**config.mk**
```make
export PLATFORM = sky130hd
export DESIGN_NAME = startup_option_loader
export DESIGN_NICKNAME = d
export VERILOG_FILES = /design/src/pkg/opt_loader_pkg.sv /design/src/pkg/opt_store_if.sv /design/src/verilog/opt_byte_store.sv /design/src/verilog/startup_option_loader.sv
export SDC_FILE = /design/constraint.sdc
export NUM_CORES = 1
export LEC_CHECK = 0
export ABC_AREA = 1
export BUFFER_PORTS_ARGS = -buffer_cell sky130_fd_sc_hd__buf_2
export CAP_MARGIN = 20
export CORE_AREA = 3 3 113 115
export CTS_CLUSTER_SIZE = 12
export DETAILED_ROUTE_END_ITERATION = 10
export DIE_AREA = 0 0 116 118
export HOLD_SLACK_MARGIN = 0.1
export MAX_ROUTING_LAYER = met4
export PLACE_DENSITY = 0.75
export SYNTH_ARGS = -nofsm -noshare
export SYNTH_HDL_FRONTEND = slang
export SYNTH_SLANG_ARGS = --single-unit
```
**constraint.sdc**
```tcl
create_clock -name clk_in -period 1.55 [get_ports clk_in]
set_clock_uncertainty 0.05 [all_clocks]
set_input_delay 0.2325 -clock clk_in [delete_from_list [all_inputs] [get_ports clk_in]]
set_output_delay 0.2325 -clock clk_in [all_outputs]
set_load 0.03 [all_outputs]
```
**src/pkg/opt_loader_pkg.sv**
```systemverilog
// constants shared by the startup option loader and its testbench
// How it works
// - at every reset exit, read option bytes 0080H..0084H and apply them
// - with boot swap active, read the copy at 1080H..1084H instead
// - first byte gives watchdog interval, run-at-reset and window period
// - first byte bit 0 set keeps low-speed oscillator running always
// - detector default on: hold reset until supply above 1.91 V
// - detector default off: hold reset until supply above 1.61 V
// - second option byte writable only by external programmer, never self-programming
// - third byte picks high-speed oscillator 4 MHz or 8 MHz
// - fourth byte picks which pin pair carries debug clock and data
// - fifth byte picks debug off, on with erase, on without erase
// - erase mode: erase flash when debug security id check fails
// - second byte bit 0 one turns detector on at power-up
// - watchdog run bit enables counting and illegal-access detection together
// - debug field 00 off, 10 on, 11 on with erase, 01 prohibited
package opt_loader_pkg;
  // ************************************************************
  // option byte area
  // ************************************************************
  localparam logic [15:0] OPT_BASE_PRI = 16'h0080;
  localparam logic [15:0] OPT_BASE_ALT = 16'h1080;
  localparam logic [2:0] OPT_LAST_IDX = 3'h4;
  localparam logic [2:0] IDX_WDT = 3'h0;
  localparam logic [2:0] IDX_LVD = 3'h1;
  localparam logic [2:0] IDX_HSO = 3'h2;
  localparam logic [2:0] IDX_PIN = 3'h3;
  localparam logic [2:0] IDX_DBG = 3'h4;
  // field positions
  localparam int LSOSC_BIT = 0;
  localparam int WDT_CS_LSB = 1;
  localparam int WDT_RUN_BIT = 4;
  localparam int WDT_WIN_LSB = 5;
  localparam int LVD_ON_BIT = 0;
  localparam int HSO_4M_BIT = 0;
  localparam int PIN_A_BIT = 1;
  localparam int DBG_LSB = 0;
  // debug control codes
  localparam logic [1:0] DBG_OFF = 2'h0;
  localparam logic [1:0] DBG_BAD = 2'h1;
  localparam logic [1:0] DBG_KEEP = 2'h2;
  localparam logic [1:0] DBG_ERASE = 2'h3;
  // ************************************************************
  // register map
  // ************************************************************
  localparam logic [7:0] REG_STATUS = 8'h00;
  localparam logic [7:0] REG_BYTE0 = 8'h04;
  localparam logic [7:0] REG_CTRL = 8'h18;
  localparam logic [1:0] RESP_OKAY = 2'h0;
  localparam logic [1:0] RESP_SLVERR = 2'h2;
  localparam logic [3:0] CTRL_RESET = 4'h0;
  // loader states, gray along req, wait, hold, run
  typedef enum logic [1:0]
  {
    LD_REQ = 2'b00,
    LD_WAIT = 2'b01,
    LD_HOLD = 2'b11,
    LD_RUN = 2'b10
  } load_state_type;
endpackage

```
**src/pkg/opt_store_if.sv**
```systemverilog
// carrier between the loader and its option byte store
`timescale 1ns/1ns
interface opt_store_if;
  logic wr_en;
  logic [2:0] wr_idx;
  logic [7:0] wr_data;
  logic [2:0] rd_idx;
  logic [7:0] rd_data;
  modport loader (output wr_en, output wr_idx, output wr_data, output rd_idx, input rd_data);
  modport store (input wr_en, input wr_idx, input wr_data, input rd_idx, output rd_data);
endinterface

```
**src/verilog/opt_byte_store.sv**
```systemverilog
// five-byte store holding the raw option bytes, registered read port
`timescale 1ns/1ns
module opt_byte_store
#(
  parameter int DEPTH = 5
)
(
  input wire logic clk_in,
  input wire logic rst_n_in,
  opt_store_if.store bus
);
  logic [7:0] mem_q [DEPTH];
  logic [7:0] rd_q;

  // ************************************************************
  // storage
  // ************************************************************
  // bytes are written once per reset by the loader
  always_ff @(posedge clk_in)
  begin
    if (!rst_n_in)
    begin
      for (int i = 0; i < DEPTH; i++)
        mem_q[i] <= 8'h00;
    end
    else if (bus.wr_en && (32'(bus.wr_idx) < DEPTH))
      mem_q[bus.wr_idx] <= bus.wr_data;
  end

  // read data from a register; out of range reads as zero
  always_ff @(posedge clk_in)
  begin
    if (!rst_n_in)
      rd_q <= 8'h00;
    else if (32'(bus.rd_idx) < DEPTH)
      rd_q <= mem_q[bus.rd_idx];
    else
      rd_q <= 8'h00;
  end

  assign bus.rd_data = rd_q;
endmodule

```
**src/verilog/startup_option_loader.sv**
```systemverilog
// startup option loader: reads option bytes at reset exit and drives the settings
`timescale 1ns/1ns
module startup_option_loader
(
  input wire logic clk_in,
  input wire logic rst_n_in,
  input wire logic [7:0] s_axi_awaddr,
  input wire logic s_axi_awvalid,
  output logic s_axi_awready,
  input wire logic [31:0] s_axi_wdata,
  input wire logic [3:0] s_axi_wstrb,
  input wire logic s_axi_wvalid,
  output logic s_axi_wready,
  output logic [1:0] s_axi_bresp,
  output logic s_axi_bvalid,
  input wire logic s_axi_bready,
  input wire logic [7:0] s_axi_araddr,
  input wire logic s_axi_arvalid,
  output logic s_axi_arready,
  output logic [31:0] s_axi_rdata,
  output logic [1:0] s_axi_rresp,
  output logic s_axi_rvalid,
  input wire logic s_axi_rready,
  output logic [15:0] flash_addr_out,
  output logic flash_rd_out,
  input wire logic [7:0] flash_data_in,
  input wire logic flash_valid_in,
  input wire logic boot_swap_in,
  input wire logic por_above_in,
  input wire logic lvd_above_in,
  input wire logic auth_fail_in,
  input wire logic prog_wr_in,
  input wire logic [15:0] prog_wr_addr_in,
  input wire logic programmer_active_in,
  output logic wr_allow_out,
  output logic sys_rst_n_out,
  output logic lsosc_stop_allow_out,
  output logic lsosc_run_out,
  output logic [2:0] wdt_interval_out,
  output logic watchdog_run_at_reset_out,
  output logic illegal_access_det_out,
  output logic [1:0] wdt_window_out,
  output logic detector_default_on_out,
  output logic hs_osc_4mhz_out,
  output logic debug_pin_a_sel_out,
  output logic debug_en_out,
  output logic [1:0] debug_mode_out,
  output logic flash_erase_out
);
  opt_loader_pkg::load_state_type state_q;
  logic [2:0] idx_q;
  logic swap_q;
  logic rst_rel_q;
  logic [7:0] wdt_byte_q;
  logic lvd_on_q;
  logic hso_q;
  logic pin_q;
  logic [1:0] dbg_q;
  logic [15:0] faddr_q;
  logic frd_q;
  logic wr_allow_q;
  logic erase_q;
  logic [3:0] ctrl_q;
  logic lsosc_run_q;
  logic awr_q, wr_q, bv_q, arr_q, rv_q;
  logic [1:0] bresp_q, rresp_q;
  logic aw_held_q, w_held_q;
  logic [7:0] awaddr_q, araddr_q;
  logic [31:0] wdata_q, rdata_q;
  logic [3:0] wstrb_q;
  logic [1:0] rd_ph_q;
  opt_store_if store_bus ();

  // option byte address for a given copy and byte index
  function automatic logic [15:0] opt_addr(input logic alt, input logic [2:0] idx);
    opt_addr = (alt ? opt_loader_pkg::OPT_BASE_ALT : opt_loader_pkg::OPT_BASE_PRI)
      + {13'h0000, idx};
  endfunction

  // ************************************************************
  // loader sequence
  // ************************************************************
  // one byte at a time; the reset stays held until all five are in
  always_ff @(posedge clk_in)
  begin
    if (!rst_n_in)
    begin
      state_q <= opt_loader_pkg::LD_REQ;
      idx_q <= 3'h0;
      frd_q <= 1'b0;
      faddr_q <= 16'h0000;
      rst_rel_q <= 1'b0;
    end
    else
    begin
      case (state_q)
        opt_loader_pkg::LD_REQ:
        begin
          faddr_q <= opt_addr(idx_q == 3'h0 ? boot_swap_in : swap_q, idx_q);
          frd_q <= 1'b1;
          state_q <= opt_loader_pkg::LD_WAIT;
        end
        opt_loader_pkg::LD_WAIT:
          if (flash_valid_in)
          begin
            frd_q <= 1'b0;
            idx_q <= idx_q + 3'h1;
            if (idx_q == opt_loader_pkg::OPT_LAST_IDX)
              state_q <= opt_loader_pkg::LD_HOLD;
            else
              state_q <= opt_loader_pkg::LD_REQ;
          end
        opt_loader_pkg::LD_HOLD:
          // release threshold follows the detector default bit
          if (lvd_on_q ? lvd_above_in : por_above_in)
          begin
            state_q <= opt_loader_pkg::LD_RUN;
            rst_rel_q <= 1'b1;
          end
        opt_loader_pkg::LD_RUN:
          state_q <= opt_loader_pkg::LD_RUN;
        default:
          state_q <= opt_loader_pkg::LD_REQ;
      endcase
    end
  end

  // boot swap is caught with the first request only, so one pass never mixes copies
  always_ff @(posedge clk_in)
  begin
    if (!rst_n_in)
      swap_q <= 1'b0;
    else if (state_q == opt_loader_pkg::LD_REQ && idx_q == 3'h0)
      swap_q <= boot_swap_in;
  end

  // decode each byte as it arrives; nothing changes after the load
  always_ff @(posedge clk_in)
  begin
    if (!rst_n_in)
    begin
      wdt_byte_q <= 8'h01; // bit 0 set: no oscillator stop before byte 0 arrives
      lvd_on_q <= 1'b0;
      hso_q <= 1'b0;
      pin_q <= 1'b0;
      dbg_q <= opt_loader_pkg::DBG_OFF;
    end
    else if (state_q == opt_loader_pkg::LD_WAIT && flash_valid_in)
    begin
      case (idx_q)
        opt_loader_pkg::IDX_WDT: wdt_byte_q <= flash_data_in;
        opt_loader_pkg::IDX_LVD: lvd_on_q <= flash_data_in[opt_loader_pkg::LVD_ON_BIT];
        opt_loader_pkg::IDX_HSO: hso_q <= flash_data_in[opt_loader_pkg::HSO_4M_BIT];
        opt_loader_pkg::IDX_PIN: pin_q <= flash_data_in[opt_loader_pkg::PIN_A_BIT];
        opt_loader_pkg::IDX_DBG: dbg_q <= flash_data_in[opt_loader_pkg::DBG_LSB +: 2];
        default: dbg_q <= dbg_q;
      endcase
    end
  end

  assign store_bus.wr_en = (state_q == opt_loader_pkg::LD_WAIT) && flash_valid_in;
  assign store_bus.wr_idx = idx_q;
  assign store_bus.wr_data = flash_data_in;
  assign store_bus.rd_idx = 3'(araddr_q[7:2] - 6'h01);

  opt_byte_store #(.DEPTH(5)) u_store
  (
    .clk_in(clk_in),
    .rst_n_in(rst_n_in),
    .bus(store_bus)
  );

  // ************************************************************
  // protection, erase and oscillator
  // ************************************************************
  // the detector default byte is locked against self-programming in either copy
  always_ff @(posedge clk_in)
  begin
    if (!rst_n_in)
      wr_allow_q <= 1'b0;
    else
      wr_allow_q <= prog_wr_in && (programmer_active_in ||
        (prog_wr_addr_in != opt_addr(1'b0, opt_loader_pkg::IDX_LVD) &&
         prog_wr_addr_in != opt_addr(1'b1, opt_loader_pkg::IDX_LVD)));
  end

  // failed id check erases only in erase mode, and only once running
  always_ff @(posedge clk_in)
  begin
    if (!rst_n_in)
      erase_q <= 1'b0;
    else
      erase_q <= auth_fail_in && rst_rel_q && dbg_q == opt_loader_pkg::DBG_ERASE;
  end

  // stop request from software is ignored when the option forbids stopping
  always_ff @(posedge clk_in)
  begin
    if (!rst_n_in)
      lsosc_run_q <= 1'b1;
    else
      lsosc_run_q <= !(ctrl_q[0] && !wdt_byte_q[opt_loader_pkg::LSOSC_BIT]);
  end

  // ************************************************************
  // register bus
  // ************************************************************
  // address and data are taken in either order, response after both
  always_ff @(posedge clk_in)
  begin
    if (!rst_n_in)
    begin
      awr_q <= 1'b1;
      wr_q <= 1'b1;
      aw_held_q <= 1'b0;
      w_held_q <= 1'b0;
      bv_q <= 1'b0;
      bresp_q <= opt_loader_pkg::RESP_OKAY;
      awaddr_q <= 8'h00;
      wdata_q <= 32'h00000000;
      wstrb_q <= 4'h0;
      ctrl_q <= opt_loader_pkg::CTRL_RESET;
    end
    else
    begin
      if (s_axi_awvalid && awr_q)
      begin
        awaddr_q <= s_axi_awaddr;
        aw_held_q <= 1'b1;
        awr_q <= 1'b0;
      end
      if (s_axi_wvalid && wr_q)
      begin
        wdata_q <= s_axi_wdata;
        wstrb_q <= s_axi_wstrb;
        w_held_q <= 1'b1;
        wr_q <= 1'b0;
      end
      if (aw_held_q && w_held_q && !bv_q)
      begin
        bv_q <= 1'b1;
        aw_held_q <= 1'b0;
        w_held_q <= 1'b0;
        if (awaddr_q == opt_loader_pkg::REG_CTRL)
        begin
          bresp_q <= opt_loader_pkg::RESP_OKAY;
          if (wstrb_q[0])
            ctrl_q <= wdata_q[3:0];
        end
        else if (awaddr_q[1:0] == 2'h0 && awaddr_q < opt_loader_pkg::REG_CTRL)
          bresp_q <= opt_loader_pkg::RESP_OKAY; // read-only, write dropped
        else
          bresp_q <= opt_loader_pkg::RESP_SLVERR;
      end
      if (bv_q && s_axi_bready)
      begin
        bv_q <= 1'b0;
        awr_q <= 1'b1;
        wr_q <= 1'b1;
      end
    end
  end

  // reads wait one cycle for the store's registered data
  always_ff @(posedge clk_in)
  begin
    if (!rst_n_in)
    begin
      arr_q <= 1'b1;
      rv_q <= 1'b0;
      rd_ph_q <= 2'h0;
      araddr_q <= 8'h00;
      rdata_q <= 32'h00000000;
      rresp_q <= opt_loader_pkg::RESP_OKAY;
    end
    else
    begin
      if (s_axi_arvalid && arr_q)
      begin
        araddr_q <= s_axi_araddr;
        arr_q <= 1'b0;
        rd_ph_q <= 2'h1;
      end
      else if (rd_ph_q == 2'h1)
        rd_ph_q <= 2'h2;
      else if (rd_ph_q == 2'h2)
      begin
        rd_ph_q <= 2'h0;
        rv_q <= 1'b1;
        rresp_q <= opt_loader_pkg::RESP_OKAY;
        if (araddr_q == opt_loader_pkg::REG_STATUS)
          rdata_q <= {27'h0000000, dbg_q == opt_loader_pkg::DBG_BAD, swap_q, rst_rel_q,
            state_q == opt_loader_pkg::LD_HOLD || state_q == opt_loader_pkg::LD_RUN, 1'b0};
        else if (araddr_q == opt_loader_pkg::REG_CTRL)
          rdata_q <= {28'h0000000, ctrl_q};
        else if (araddr_q[1:0] == 2'h0 && araddr_q < opt_loader_pkg::REG_CTRL)
          rdata_q <= {24'h000000, store_bus.rd_data};
        else
        begin
          rdata_q <= 32'h00000000;
          rresp_q <= opt_loader_pkg::RESP_SLVERR;
        end
      end
      if (rv_q && s_axi_rready)
      begin
        rv_q <= 1'b0;
        arr_q <= 1'b1;
      end
    end
  end

  // ************************************************************
  // outputs
  // ************************************************************
  assign s_axi_awready = awr_q;
  assign s_axi_wready = wr_q;
  assign s_axi_bvalid = bv_q;
  assign s_axi_bresp = bresp_q;
  assign s_axi_arready = arr_q;
  assign s_axi_rvalid = rv_q;
  assign s_axi_rdata = rdata_q;
  assign s_axi_rresp = rresp_q;
  assign flash_addr_out = faddr_q;
  assign flash_rd_out = frd_q;
  assign wr_allow_out = wr_allow_q;
  assign sys_rst_n_out = rst_rel_q;
  assign lsosc_stop_allow_out = !wdt_byte_q[opt_loader_pkg::LSOSC_BIT];
  assign lsosc_run_out = lsosc_run_q;
  assign wdt_interval_out = wdt_byte_q[opt_loader_pkg::WDT_CS_LSB +: 3];
  assign watchdog_run_at_reset_out = wdt_byte_q[opt_loader_pkg::WDT_RUN_BIT];
  assign illegal_access_det_out = wdt_byte_q[opt_loader_pkg::WDT_RUN_BIT];
  assign wdt_window_out = wdt_byte_q[opt_loader_pkg::WDT_WIN_LSB +: 2];
  assign detector_default_on_out = lvd_on_q;
  assign hs_osc_4mhz_out = hso_q;
  assign debug_pin_a_sel_out = pin_q;
  // prohibited code 01 is treated as debug off
  assign debug_en_out = dbg_q[1];
  assign debug_mode_out = dbg_q;
  assign flash_erase_out = erase_q;
endmodule

```
### After elaboration in Yosys (flattened, before gate mapping)

Memory sizes are Yosys's and may differ from the RTL's. A register that Yosys moved wholly into a read port is not among the register bits.
Index checks and enable logic that the tools add are counted.

| operators by class | value |
|---|---|
| $add $sub $neg | 3 |
| magnitude comparators | 4 |
| eq/ne operators | 17 |
| multiplexer cells | 27 |
| bitwise logic cells | 3 |
| reduce and logical (&&, ||, !) cells | 48 |

Operators by type and width:

| kind | count |
|---|---|
| 2-to-1 mux 8 bit | 4 |
| 2-to-1 mux 2 bit | 10 |
| AND reduction 2 bit | 10 |
| logical AND 1 bit | 17 |
| equality test 8 x 5 -> 1 bit (second input constant) | 2 |
| < comparator 8 x 5 -> 1 bit (second input constant) | 2 |
| inequality test 16 x 13 -> 1 bit (second input constant) | 1 |
| inequality test 16 x 8 -> 1 bit (second input constant) | 1 |
| adder 13 x 3 -> 14 bit | 1 |
| 2-to-1 mux 13 bit | 1 |
| 2-to-1 mux 1 bit | 9 |
| equality test 2 bit (second input constant) | 4 |
| logical NOT 8 bit | 1 |
| case mux 2 bit (4 select lines) | 1 |
| OR reduction 2 bit | 4 |
| OR reduction 8 bit | 1 |
| equality test 2 x 1 -> 1 bit (second input constant) | 3 |
| equality test 3 x 2 -> 1 bit (second input constant) | 2 |
| logical NOT 2 bit | 3 |
| < comparator 3 bit (second input constant) | 2 |
| AND reduction 3 bit | 2 |
| logical NOT 1 bit | 4 |
| inequality test 2 bit (second input constant) | 2 |
| nonzero test 2 bit | 2 |
| other kinds (10) | 13 |

| word-level totals | value |
|---|---|
| register bits | 109 |
| bits in writable memories | 40 |
| input port bits | 90 |
| output and inout port bits | 76 |
| logic and storage cells | 134 |
| memories kept | 1 |

Memories:

| memory | words | bits a word | rd ports | clocked after memory_dff | write ports | RTL line | text |
|---|---|---|---|---|---|---|---|
| u_store.mem_q | 5 | 8 | 1 | 1 | 5 | opt_byte_store.sv:12 | `logic [7:0] mem_q [DEPTH];` |

### Depth between registers and ports, before layout

Gate-level depths: netlist (run 1).

| depth | value |
|---|---|
| word-level depth | 8 |
| gate-level depth with buffers | 13 |
| gate-level depth less buffers | 11 |

### Modules after synthesis

A second synthesis (run 1) with hierarchy kept.

| unflattened totals | value |
|---|---|
| cell total of the unflattened synthesis | 671 |
| area total of the unflattened synthesis | 5504.0 um^2 |

Modules (own cells, without submodules):

| module | times used | cells each | area each (um^2) | sequential area each (um^2) |
|---|---|---|---|---|
| startup_option_loader | 1 | 437 | 3339.5 | 1441.4 |
| opt_byte_store | 1 | 234 | 2164.6 | 1361.3 |

### Worst setup path before layout (run 1)

No wires, ideal clock.

| timing path | value |
|---|---|
| path type | register -> register |
| start | register araddr_q[2] |
| end | register u_store.rd_q[0], in the netlist u_store.bus.rd_data[0], read port of u_store.mem_q |
| library setup time | 0.115 ns |
| data arrival time | 1.564 ns |
| required time | 1.385 ns |
| slack | -0.179 ns |
| cell stages (with the launch flop) | 9 |
| buffers on the path | 3 |
| period minus slack after synthesis | 1.729 ns |
| cell sequence | dfxtp_1 > buf_2 > inv_2 > buf_2 > ha_1 > clkbuf_1 > o22ai_1 > o21ai_0 > inv_1 |

| between the ends | value |
|---|---|
| word-level cells in the longest chain between the ends | 4 |

RTL lines:

| what | RTL line | text |
|---|---|---|
| start: declaration | startup_option_loader.sv:68 | `logic [7:0] awaddr_q, araddr_q;` |
| start signal: assignment | startup_option_loader.sv:280 | `araddr_q <= s_axi_araddr;` |
| subtractor 3 x 1 -> 3 bit (*) | startup_option_loader.sv:164 | `assign store_bus.rd_idx = 3'(araddr_q[7:2] - 6'h01);` |
| < comparator 3 bit | opt_byte_store.sv:35 | `else if (32'(bus.rd_idx) < DEPTH)` |
| AND reduction 2 bit (no line) | n/a |  |
| logical NOT 1 bit (no line) | n/a |  |
| end: declaration | opt_byte_store.sv:13 | `logic [7:0] rd_q;` |

Every way passes the cells marked *; elsewhere a longest branch is shown, timed or not.
A chain may end at the register's enable or synchronous reset.

### Worst setup path after layout (run 1)

| timing path | value |
|---|---|
| start | register araddr_q[2] |
| end | register u_store.rd_q[1], in the netlist u_store.bus.rd_data[1], read port of u_store.mem_q |

The elaborated chain is that of the path after synthesis.

==> run summary, run 1 <==
WHS Path Cells: 3
R2R setup slack: 0.09 ns
I/O pin count: 166
Hold Crit Start: s_axi_araddr[3]
Avg WL per Cell: 13.6 microns
first-pass GRT wire length: 20400 microns
max-slew violation count: 0
Via-to-Cell Ratio: 5.01
ratio of final minimum period to clock period: 0.944
Worst Setup Start Kind: flop
Setup TNS Final: 0 ns
Static Leak: 3.14 nW
Area contributors post-synth: dfxtp_1, edfxtp_1, nor2_1
Synth Cell Area: 5450 sq um
Hold Path Class: input port to flop
Nets: 860
final wirelength: 12600 microns
largest net degree at the start of global routing: 36
register clock-pin slew on the reported worst setup and hold paths: 0.05 ns
Pwr Density: 1230 nW/um^2
Worst EP required: 1.86 ns
max-cap viol count: 0
min Tclk post-route: 1.46 ns
achievable clock frequency: 684 MHz
initial cell density of the core: 0.457
dpl hpwl: 8520 microns
register area share after synthesis: 0.520
worst r2r dst: u_store.bus.rd_data[1]
Mapped Cells: 620
reg-to-reg startpoint: araddr_q[2]
initial antenna violation count: 0
Yosys top cell area share: 0.294
syn avg cell area: 8.78 sq um
Post-DRT Antenna Nets: 0
Worst path max stage delay: 0.37 ns
Worst Path Max Fanout: 13
placeable core area: 11900 sq um
outcome: finished, final reports clean
row count: 40
slowest cell on the critical path: dfxtp_1
vias in the first global route: 4425
Seq cells post-synth: 121
Buf/Inv on CP: 3
Post-synth top cells: nor2_1, dfxtp_1, nand2_1
CTS Buf Count: 17
number of synthesized flops with an enable pin: 41
YS warnings: 0
Die H: 118 microns
grt total ovfl: 0
clk buf depth: 2
# DRC: 0
CTS Sinks: 121
fin util: 0.582
Die ar.: 13700 sq um
die width: 116 microns
R2R cell count: 7
Final Hold Viols: 0
via count: 4615
dominant cell type by area after synthesis: dfxtp_1
iteration-0 DRC count of the detailed router: 329
global placement routability congestion: 0.867
most common cell in the netlist: nor2_1
hold endpoint: araddr_q[3]
layout cells sized above 1: 0.248
clk root buf: clkbuf_16
ant diodes: 0
Clk Latency, worst-skew pair: 0.41 ns
Crit. End Element: flop
Global Route Usage Sum: 0.193
Max rail drop VDD: 622 uV
Initial DRT Pass Iterations: 5
critical path type: flop to flop
Setup Viol. Count Final: 0
delay-heaviest family, CP: flip-flops
input/output buffers: 96
Synth async-reset ratio: 0
Synth Flop Type: dfxtp_1
post-synth cell types: 38
worst path cell trace: inv_2, ha_4, buf_6, nand3_1, a21oi_1, o21ai_1, inv_1
Area Growth Syn to Fin: 27.2%
CP arrival: 1.77 ns
CTS tree: done
H-tree levels: 4
==> layout by cell type (no fill, tap or decap), types with 9 or more instances in the layout <==
cell,count
nor2_1,103
buf_2,96
dfxtp_1,80
nand2_1,72
a21oi_1,50
o21ai_0,47
inv_1,44
edfxtp_1,41
conb_1,38
nand3_1,31
dlygate4sd3_1,29
buf_4,20
clkbuf_16,18
o21ai_1,9
==> cell families after synthesis <==
logic type | share of synthesized area
adders and majority gates | 0.0207
and+or+nand+nor | 0.214
buffers and inverters | 0.116
AOI/OAI and AO/OA | 0.118
other | 0.000689
DFF | 0.520
muxes | 0.0110
==> layout make-up <==
| cell class | instances | area [sq um] |
|---|---|---|
| fill | 949 | 4980 |
| clock inverter | 11 | 92.6 |
| sequential | 121 | 2830 |
| multi-input combinational | 418 | 2170 |
| inverter | 55 | 214 |
| clock buffer | 21 | 482 |
| timing repair buffer | 148 | 955 |
| tap | 147 | 184 |
==> flip-flops by register name, indices dropped and copies added, names as in the netlist, 2 cells and up <==
register / cells
araddr_q: 8
awaddr_q: 8
ctrl_q: 4
debug_mode_out: 2
flash_addr_out: 5
idx_q: 3
rd_ph_q: 2
s_axi_rdata: 8
state_q: 2
u_store.bus.rd_data: 8
u_store.mem_q: 41
wdata_q: 4
wdt_byte_q: 7
==> metal layers <==
metal / GRT usage / vias to the layer above / wire length, microns
met5: - / - / 0
met4: 0.110 / 0 / 452
met3: 0.0432 / 45 / 707
met2: 0.311 / 190 / 6270
met1: 0.220 / 2118 / 5130
li1: - / 2262 / -
==> per-stage QoR <==
stage	cell area (sq um)	total power [mW]	setup WS, ns	cells	hold WS [ns]
finish	6930	8.55	0.0874	921	0.117
global placement	6000	4.70	0.0981	856	0.377
floorplan	5630	4.53	-0.0208	657	0.281
global route	6930	8.90	-0.00661	921	0.137
detailed placement	6000	4.74	0.0265	856	0.376
CTS	6860	8.55	0.0172	917	0.106
==> power breakdown <==
part	total, mW	switching (mW)	internal, mW
clock network	3.76	1.39	2.37
registers	3.56	0.0944	3.47
logic	1.22	0.818	0.406
==> worst max path at each step <==
stage | to | cells past startpoint | start
after global placement | u_store.mem_q[0][3] | 5 | state_q[1]
final | u_store.bus.rd_data[1] | 7 | araddr_q[2]
after global routing | s_axi_rdata[3] | 10 | araddr_q[2]
after floorplan | u_store.mem_q[2][0] | 5 | state_q[0]
after detailed placement | u_store.mem_q[0][3] | 5 | state_q[1]
after CTS | u_store.mem_q[0][3] | 5 | state_q[1]
==> worst reg2reg max path, stage by stage, from the launching register on <==
cell and delay (ns):
dfxtp_1 0.37, inv_2 0.08, ha_4 0.35, buf_6 0.17, nand3_1 0.09, a21oi_1 0.17, o21ai_1 0.08, inv_1 0.05
==> repair_timing <==
action / 4_1_cts / 5_1_grt
buffers inserted: 0 / 4
endpoints found under the setup margin: 0 / 52
endpoints found under the hold margin: 32 / 0
hold buffers: 29 / 0
resized for setup: 0 / 13
Note: power is estimated with default switching activity, not from simulation.
==> run 2: changes to the inputs <==
--- a/config.mk
+++ b/config.mk
@@ -8,13 +8,14 @@
 export ABC_AREA = 1
 export BUFFER_PORTS_ARGS = -buffer_cell sky130_fd_sc_hd__buf_2
 export CAP_MARGIN = 20
-export CORE_AREA = 3 3 113 115
+export CORE_AREA = 3 3 111 113
+export CTS_BUF_LIST = sky130_fd_sc_hd__clkbuf_8
 export CTS_CLUSTER_SIZE = 12
 export DETAILED_ROUTE_END_ITERATION = 10
-export DIE_AREA = 0 0 116 118
+export DIE_AREA = 0 0 114 116
 export HOLD_SLACK_MARGIN = 0.1
 export MAX_ROUTING_LAYER = met4
-export PLACE_DENSITY = 0.75
+export PLACE_DENSITY = 0.77
 export SYNTH_ARGS = -nofsm -noshare
 export SYNTH_HDL_FRONTEND = slang
 export SYNTH_SLANG_ARGS = --single-unit
==> run 2 against run 1 <==
Register-to-register slack barely moved. Total power fell by 10%. Clock power fell by 23%.
==> run summary, run 2 (synthesis gave the netlist of run 1 again) <==
outcome: finished, final reports clean
hold endpoint: wdata_q[1]
grt total ovfl: 0 (unchanged)
P_sw: 2.21 mW (-4.1%)
Combinational Power Share: 0.162 (+0.019)
Global Route Usage Sum: 0.190 (-0.00367)
min Tclk post-route: 1.47 ns (+0.0103 ns)
Die ar.: 13200 sq um (-3.4%)
achievable clock frequency: 679 MHz (-0.70%)
fin area: 6800 sq um (-1.9%)
critical path type: flop to flop
Nets: 865 (+0.58%)
largest net degree at the start of global routing: 36 (unchanged)
Avg WL per Cell: 13.6 microns (about the same)
post-route setup slack: 0.0771 ns (-0.0103 ns)
Setup Viol. Count Final: 0 (unchanged)
reg-to-reg startpoint: state_q[1]
Post-Place Worst Slack: 0.0517 ns (+0.0252 ns)
Worst Setup Start Kind: flop
Clk Latency, worst-skew pair: 0.42 ns (about the same)
ratio of final minimum period to clock period: 0.950 (+0.00667)
multi-input logic area: 2170 sq um (about the same)
max FFs per register: 41 (unchanged)
vias in the first global route: 4432 (+0.16%)
Post-DRT Antenna Nets: 0 (unchanged)
register clock-pin slew on the reported worst setup and hold paths: 0.07 ns (+0.02 ns)
Pwr Density: 1130 nW/um^2 (-8.4%)
first-pass GRT wire length: 19700 microns (-3.4%)
Via-to-Cell Ratio: 5.07 (+1.1%)
worst r2r dst: u_store.mem_q[1][1]
Area Growth Syn to Fin: 24.8%
R2R setup slack: 0.08 ns (about the same)
layout cells sized above 1: 0.250 (+0.00226)
via count: 4672 (+1.2%)
input/output buffers: 96 (unchanged)
initial cell density of the core: 0.477 (+0.0197)
global placement routability congestion: 0.852 (-1.8%)
CP arrival: 1.51 ns (-0.26 ns)
CTS Sinks: 121 (unchanged)
Placed Area: 5990 sq um (about the same)
Initial DRT Pass Iterations: 5 (unchanged)
Setup TNS Final: 0 ns (unchanged)
Power Internal: 5.48 mW (-12%)
Worst Path Max Fanout: 8 (-5)
most common cell after layout, fill and taps aside: nor2_1
initial antenna violation count: 0 (unchanged)
clk buf depth: 2 (unchanged)
clock share of power: 0.375 (-0.065)
placeable core area: 11400 sq um (-4.1%)
Die H: 116 microns (-1.7%)
max-slew violation count: 0 (unchanged)
Final Hold Viols: 0 (unchanged)
CTS Buf Count: 17 (unchanged)
most frequent cells in the layout: nor2_1, buf_2, dfxtp_1, nand2_1, a21oi_1
dpl hpwl: 8690 microns (+2.0%)
Max rail drop VDD: 725 uV (+17%)
Non-Filler Instances: 922 (+0.11%)
unrepaired setup endpoints after global routing: true
row count: 39 (-2.5%)
WHS Path Cells: 3 (unchanged)
H-tree levels: 4 (unchanged)
Switching Share: 0.287 (+0.0180)
Power Total: 7.69 mW (-10%)
iteration-0 DRC count of the detailed router: 323 (-1.8%)
Worst EP required: 1.58 ns (-0.28 ns)
max-cap viol count: 0 (unchanged)
final wirelength: 12600 microns (about the same)
clk root buf: clkbuf_8
Reg area: 2830 sq um (about the same)
Biggest register: u_store.mem_q
Hold Path Class: input port to flop
Crit. End Element: flop
Hold Crit Start: s_axi_wdata[1]
Static Leak: 3.08 nW (-2.0%)
Flop pwr share: 0.463 (+0.046)
R2R cell count: 5 (-2)
I/O pin count: 166 (unchanged)
placed insts: 852 (-0.47%)
CTS tree: done
Filler cells: 967 (+1.9%)
die width: 114 microns (-1.7%)
# DRC: 0 (unchanged)
ant diodes: 0 (unchanged)
run 2: changes by cell type in the layout (fill, tap and decap cells not counted), moves of 2 or more:
cell       delta
buf_4         +5
bufinv_16     +2
clkbuf_16    -18
clkbuf_8     +15
clkinv_2      -3
inv_4         -2
inv_6         +3
nand2_1       +2
nand2_2       -2
run 2: what timing repair did:
action,in CTS,in global routing
gates resized for setup,0,13
endpoints found under the setup margin,0,44
hold buffers,29,1
hold endpoints to repair,31,1
buffers inserted,0,8
run 2: layer usage:
| layer | wire length (microns) | up-vias | GRT usage |
|---|---|---|---|
| met5 | 0 | - | - |
| met4 | 321 | 0 | 0.0689 |
| met3 | 840 | 32 | 0.0470 |
| met2 | 6280 | 184 | 0.316 |
| met1 | 5120 | 2189 | 0.224 |
| li1 | - | 2267 | - |
run 2: final cells by class:
cell class	count	area share
Timing Repair Buffer	153	0.146
Tap cell	143	0.0263
Multi-Input combinational cell	418	0.319
Inverter	55	0.0315
Clock inverter	15	0.0258
Sequential cell	121	0.417
Clock buffer	17	0.0344
run 2: power groups by stage:
stage | Combinational, mW | Clock, mW | Sequential [mW]
finish | 1.25 | 2.88 | 3.56
global route | 1.37 | 3.04 | 3.58
CTS | 1.18 | 2.90 | 3.56
detailed placement | 1.12 | 0 | 3.63
global placement | 1.08 | 0 | 3.62
floorplan | 0.856 | 0 | 3.68
run 2: critical path, cell delays in order (launching register included):
cell and delay [ns]:
dfxtp_1 0.32, inv_2 0.10, nand3_4 0.10, nor2_8 0.19, nand4_4 0.09, nand2_1 0.28
run 2: worst max path at each step:
stage	from	to	slack [ns]	cells after the start
after floorplan	state_q[0]	u_store.mem_q[2][0]	-0.02	5
after global placement	state_q[1]	u_store.mem_q[0][3]	0.1	5
after detailed placement	araddr_q[3]	u_store.bus.rd_data[6]	0.05	6
after CTS	araddr_q[3]	u_store.bus.rd_data[6]	0.02	6
after global routing	araddr_q[2]	s_axi_rdata[1]	-0.03	10
final	state_q[1]	u_store.mem_q[1][1]	0.08	5
run 2: through the flow:
stage	hold slack [ns]	util
detailed placement	0.380	0.525
global placement	0.377	0.525
CTS	0.106	0.586
global route	0.102	0.595
floorplan	0.281	-
finish	0.111	0.595
==> run 3: changes to the inputs <==
==> constraint.sdc (replaced) <==
create_clock -name clk_in -period 1.55 [get_ports clk_in]
set_clock_uncertainty 0.05 [all_clocks]
set_input_delay 0.155 -clock clk_in [delete_from_list [all_inputs] [get_ports clk_in]]
set_output_delay 0.155 -clock clk_in [all_outputs]
set_load 0.03 [all_outputs]
==> run 3 against run 2 <==
Cell count is 1.1% higher. Critical path depth increased by 1. Fmax shrank 2.3%. Die area stayed put. Combinational power about the same. Clock-buffer cell count unchanged. Global-route usage rose by 0.70 points. Total power down 1.6%. Non-clock buffer count up 9. Design area up 1.5%. Via count rose by 0.49%. Critical path type is now input port to flop. Highest routed layer unchanged.
==> run summary, run 3 (synthesis gave the netlist of run 1 again) <==
outcome: finished, final reports clean
Clk Latency, worst-skew pair: 0.43 ns (about the same)
achievable clock frequency: 663 MHz (-2.3%)
Final Hold Viols: 0 (unchanged)
DRT met1 WL: 5200 microns (+1.6%)
Power Internal: 5.33 mW (-2.8%)
Setup TNS Final: 0 ns (unchanged)
min Tclk post-route: 1.51 ns (+0.0354 ns)
Routed met3 length: 823 microns (-2.0%)
grt total ovfl: 0 (unchanged)
Max rail drop VDD: 687 uV (-5.2%)
Via-to-Cell Ratio: 5.04 (-0.59%)
CP arrival: 1.55 ns (+0.04 ns)
layout cells sized above 1: 0.245 (-0.00540)
most common cell after layout, fill and taps aside: nor2_1
Nets: 874 (+1.0%)
Non-Filler Instances: 932 (+1.1%)
met2 WL: 6330 microns (+0.76%)
register clock-pin slew on the reported worst setup and hold paths: 0.08 ns (about the same)
CTS Sinks: 121 (unchanged)
Switching Share: 0.296 (+0.00878)
R2R setup slack: 0.06 ns (-0.02 ns)
Area Growth Syn to Fin: 26.7%
via count: 4695 (+0.49%)
Die ar.: 13200 sq um (unchanged)
Setup Viol. Count Final: 0 (unchanged)
P_sw: 2.24 mW (+1.4%)
Global Route Usage Sum: 0.197 (+0.00701)
die width: 114 microns (unchanged)
Post-Place Worst Slack: 0.0521 ns (+0.000358 ns)
Worst Setup Start Kind: input port
Biggest register: u_store.mem_q
Crit. End Element: flop
Flop pwr share: 0.471 (+0.008)
max FFs per register: 41 (unchanged)
vias in the first global route: 4461 (+0.65%)
H-tree levels: 4 (unchanged)
post-route setup slack: 0.0417 ns (-0.0354 ns)
Hold Path Class: input port to flop
clk root buf: clkbuf_8
placeable core area: 11400 sq um (unchanged)
# DRC: 0 (unchanged)
dpl hpwl: 8570 microns (-1.4%)
row count: 39 (unchanged)
top layer in use: met4
global placement routability congestion: 0.831 (-2.4%)
Worst Path Max Fanout: 8 (unchanged)
fin util: 0.604 (+0.00909)
iteration-0 DRC count of the detailed router: 335 (+3.7%)
input/output buffers: 96 (unchanged)
clock share of power: 0.363 (-0.012)
clk buf depth: 2 (unchanged)
CTS Buf Count: 17 (unchanged)
Die H: 116 microns (unchanged)
Post-DRT Antenna Nets: 0 (unchanged)
Worst EP required: 1.59 ns (about the same)
unrepaired setup endpoints after global routing: true
placed insts: 852 (unchanged)
I/O pin count: 166 (unchanged)
CTS tree: done
Pwr Density: 1100 nW/um^2 (-3.1%)
first-pass GRT wire length: 20200 microns (+2.4%)
Avg WL per Cell: 13.6 microns (-0.57%)
Static Leak: 3.10 nW (+0.73%)
largest net degree at the start of global routing: 36 (unchanged)
initial cell density of the core: 0.477 (unchanged)
max-cap viol count: 0 (unchanged)
ratio of final minimum period to clock period: 0.973 (+0.0228)
max-slew violation count: 0 (unchanged)
critical path type: input port to flop
final wirelength: 12600 microns (+0.51%)
initial antenna violation count: 1 (+1)
most frequent cells in the layout: nor2_1, buf_2, dfxtp_1, nand2_1, a21oi_1
Combinational Power Share: 0.166 (+0.004)
Power Total: 7.56 mW (-1.6%)
Initial DRT Pass Iterations: 5 (unchanged)
==> run 3: worst max-delay path, cell delays in order <==
cell           delay (ns)
dlygate4sd3_1        0.55
buf_2                0.16
nand3_4              0.11
nor2_8               0.20
nand4_4              0.10
nand2_1              0.28
==> run 3: power by group through the flow <==
stage	clock (mW)	sequential, mW	combinational [mW]
after floorplan	0	3.68	0.856
after global placement	0	3.62	1.08
after detailed placement	0	3.62	1.11
after CTS	2.78	3.55	1.20
after global routing	2.94	3.58	1.39
final	2.75	3.56	1.26
==> run 3: metal layers <==
metal,vias up,GRT usage
li1,2289,-
met3,29,0.0480
met4,0,0.0816
met5,-,-
met2,203,0.320
met1,2174,0.234
==> run 3: worst paths after layout <==
check | startpoint | cells past startpoint | end
worst max-delay path | flash_valid_in | 6 | u_store.mem_q[1][2]
worst min-delay path | rst_n_in | 4 | araddr_q[7]
worst max register to register | state_q[0] | 4 | state_q[0]
worst min register to register | s_axi_rdata[2] | 2 | s_axi_rdata[2]
==> run 3: what timing repair did <==
action | in CTS | in global routing
hold buffers | 43 | 1
resized for setup | 0 | 16
endpoints found under the hold margin | 74 | 1
endpoints found under the setup margin | 0 | 45
buffers inserted | 0 | 3
==> run 3: final cells by class <==
cell class / count / area [sq um]
clock inverters: 15 / 150
clock buffers: 17 / 234
inverters: 55 / 214
diodes: 1 / 2.50
flip-flops and latches: 121 / 2830
well taps: 143 / 179
fillers: 903 / 4520
repair buffers: 162 / 1090
multi-input cells: 418 / 2190
==> run 3: per-stage QoR <==
step                      area (sq um)  hold WS [ns]
after floorplan                   5630         0.204
after global placement            5990         0.300
after detailed placement          5990         0.304
after CTS                         6810         0.125
after global routing              6900         0.229
final                             6900         0.229
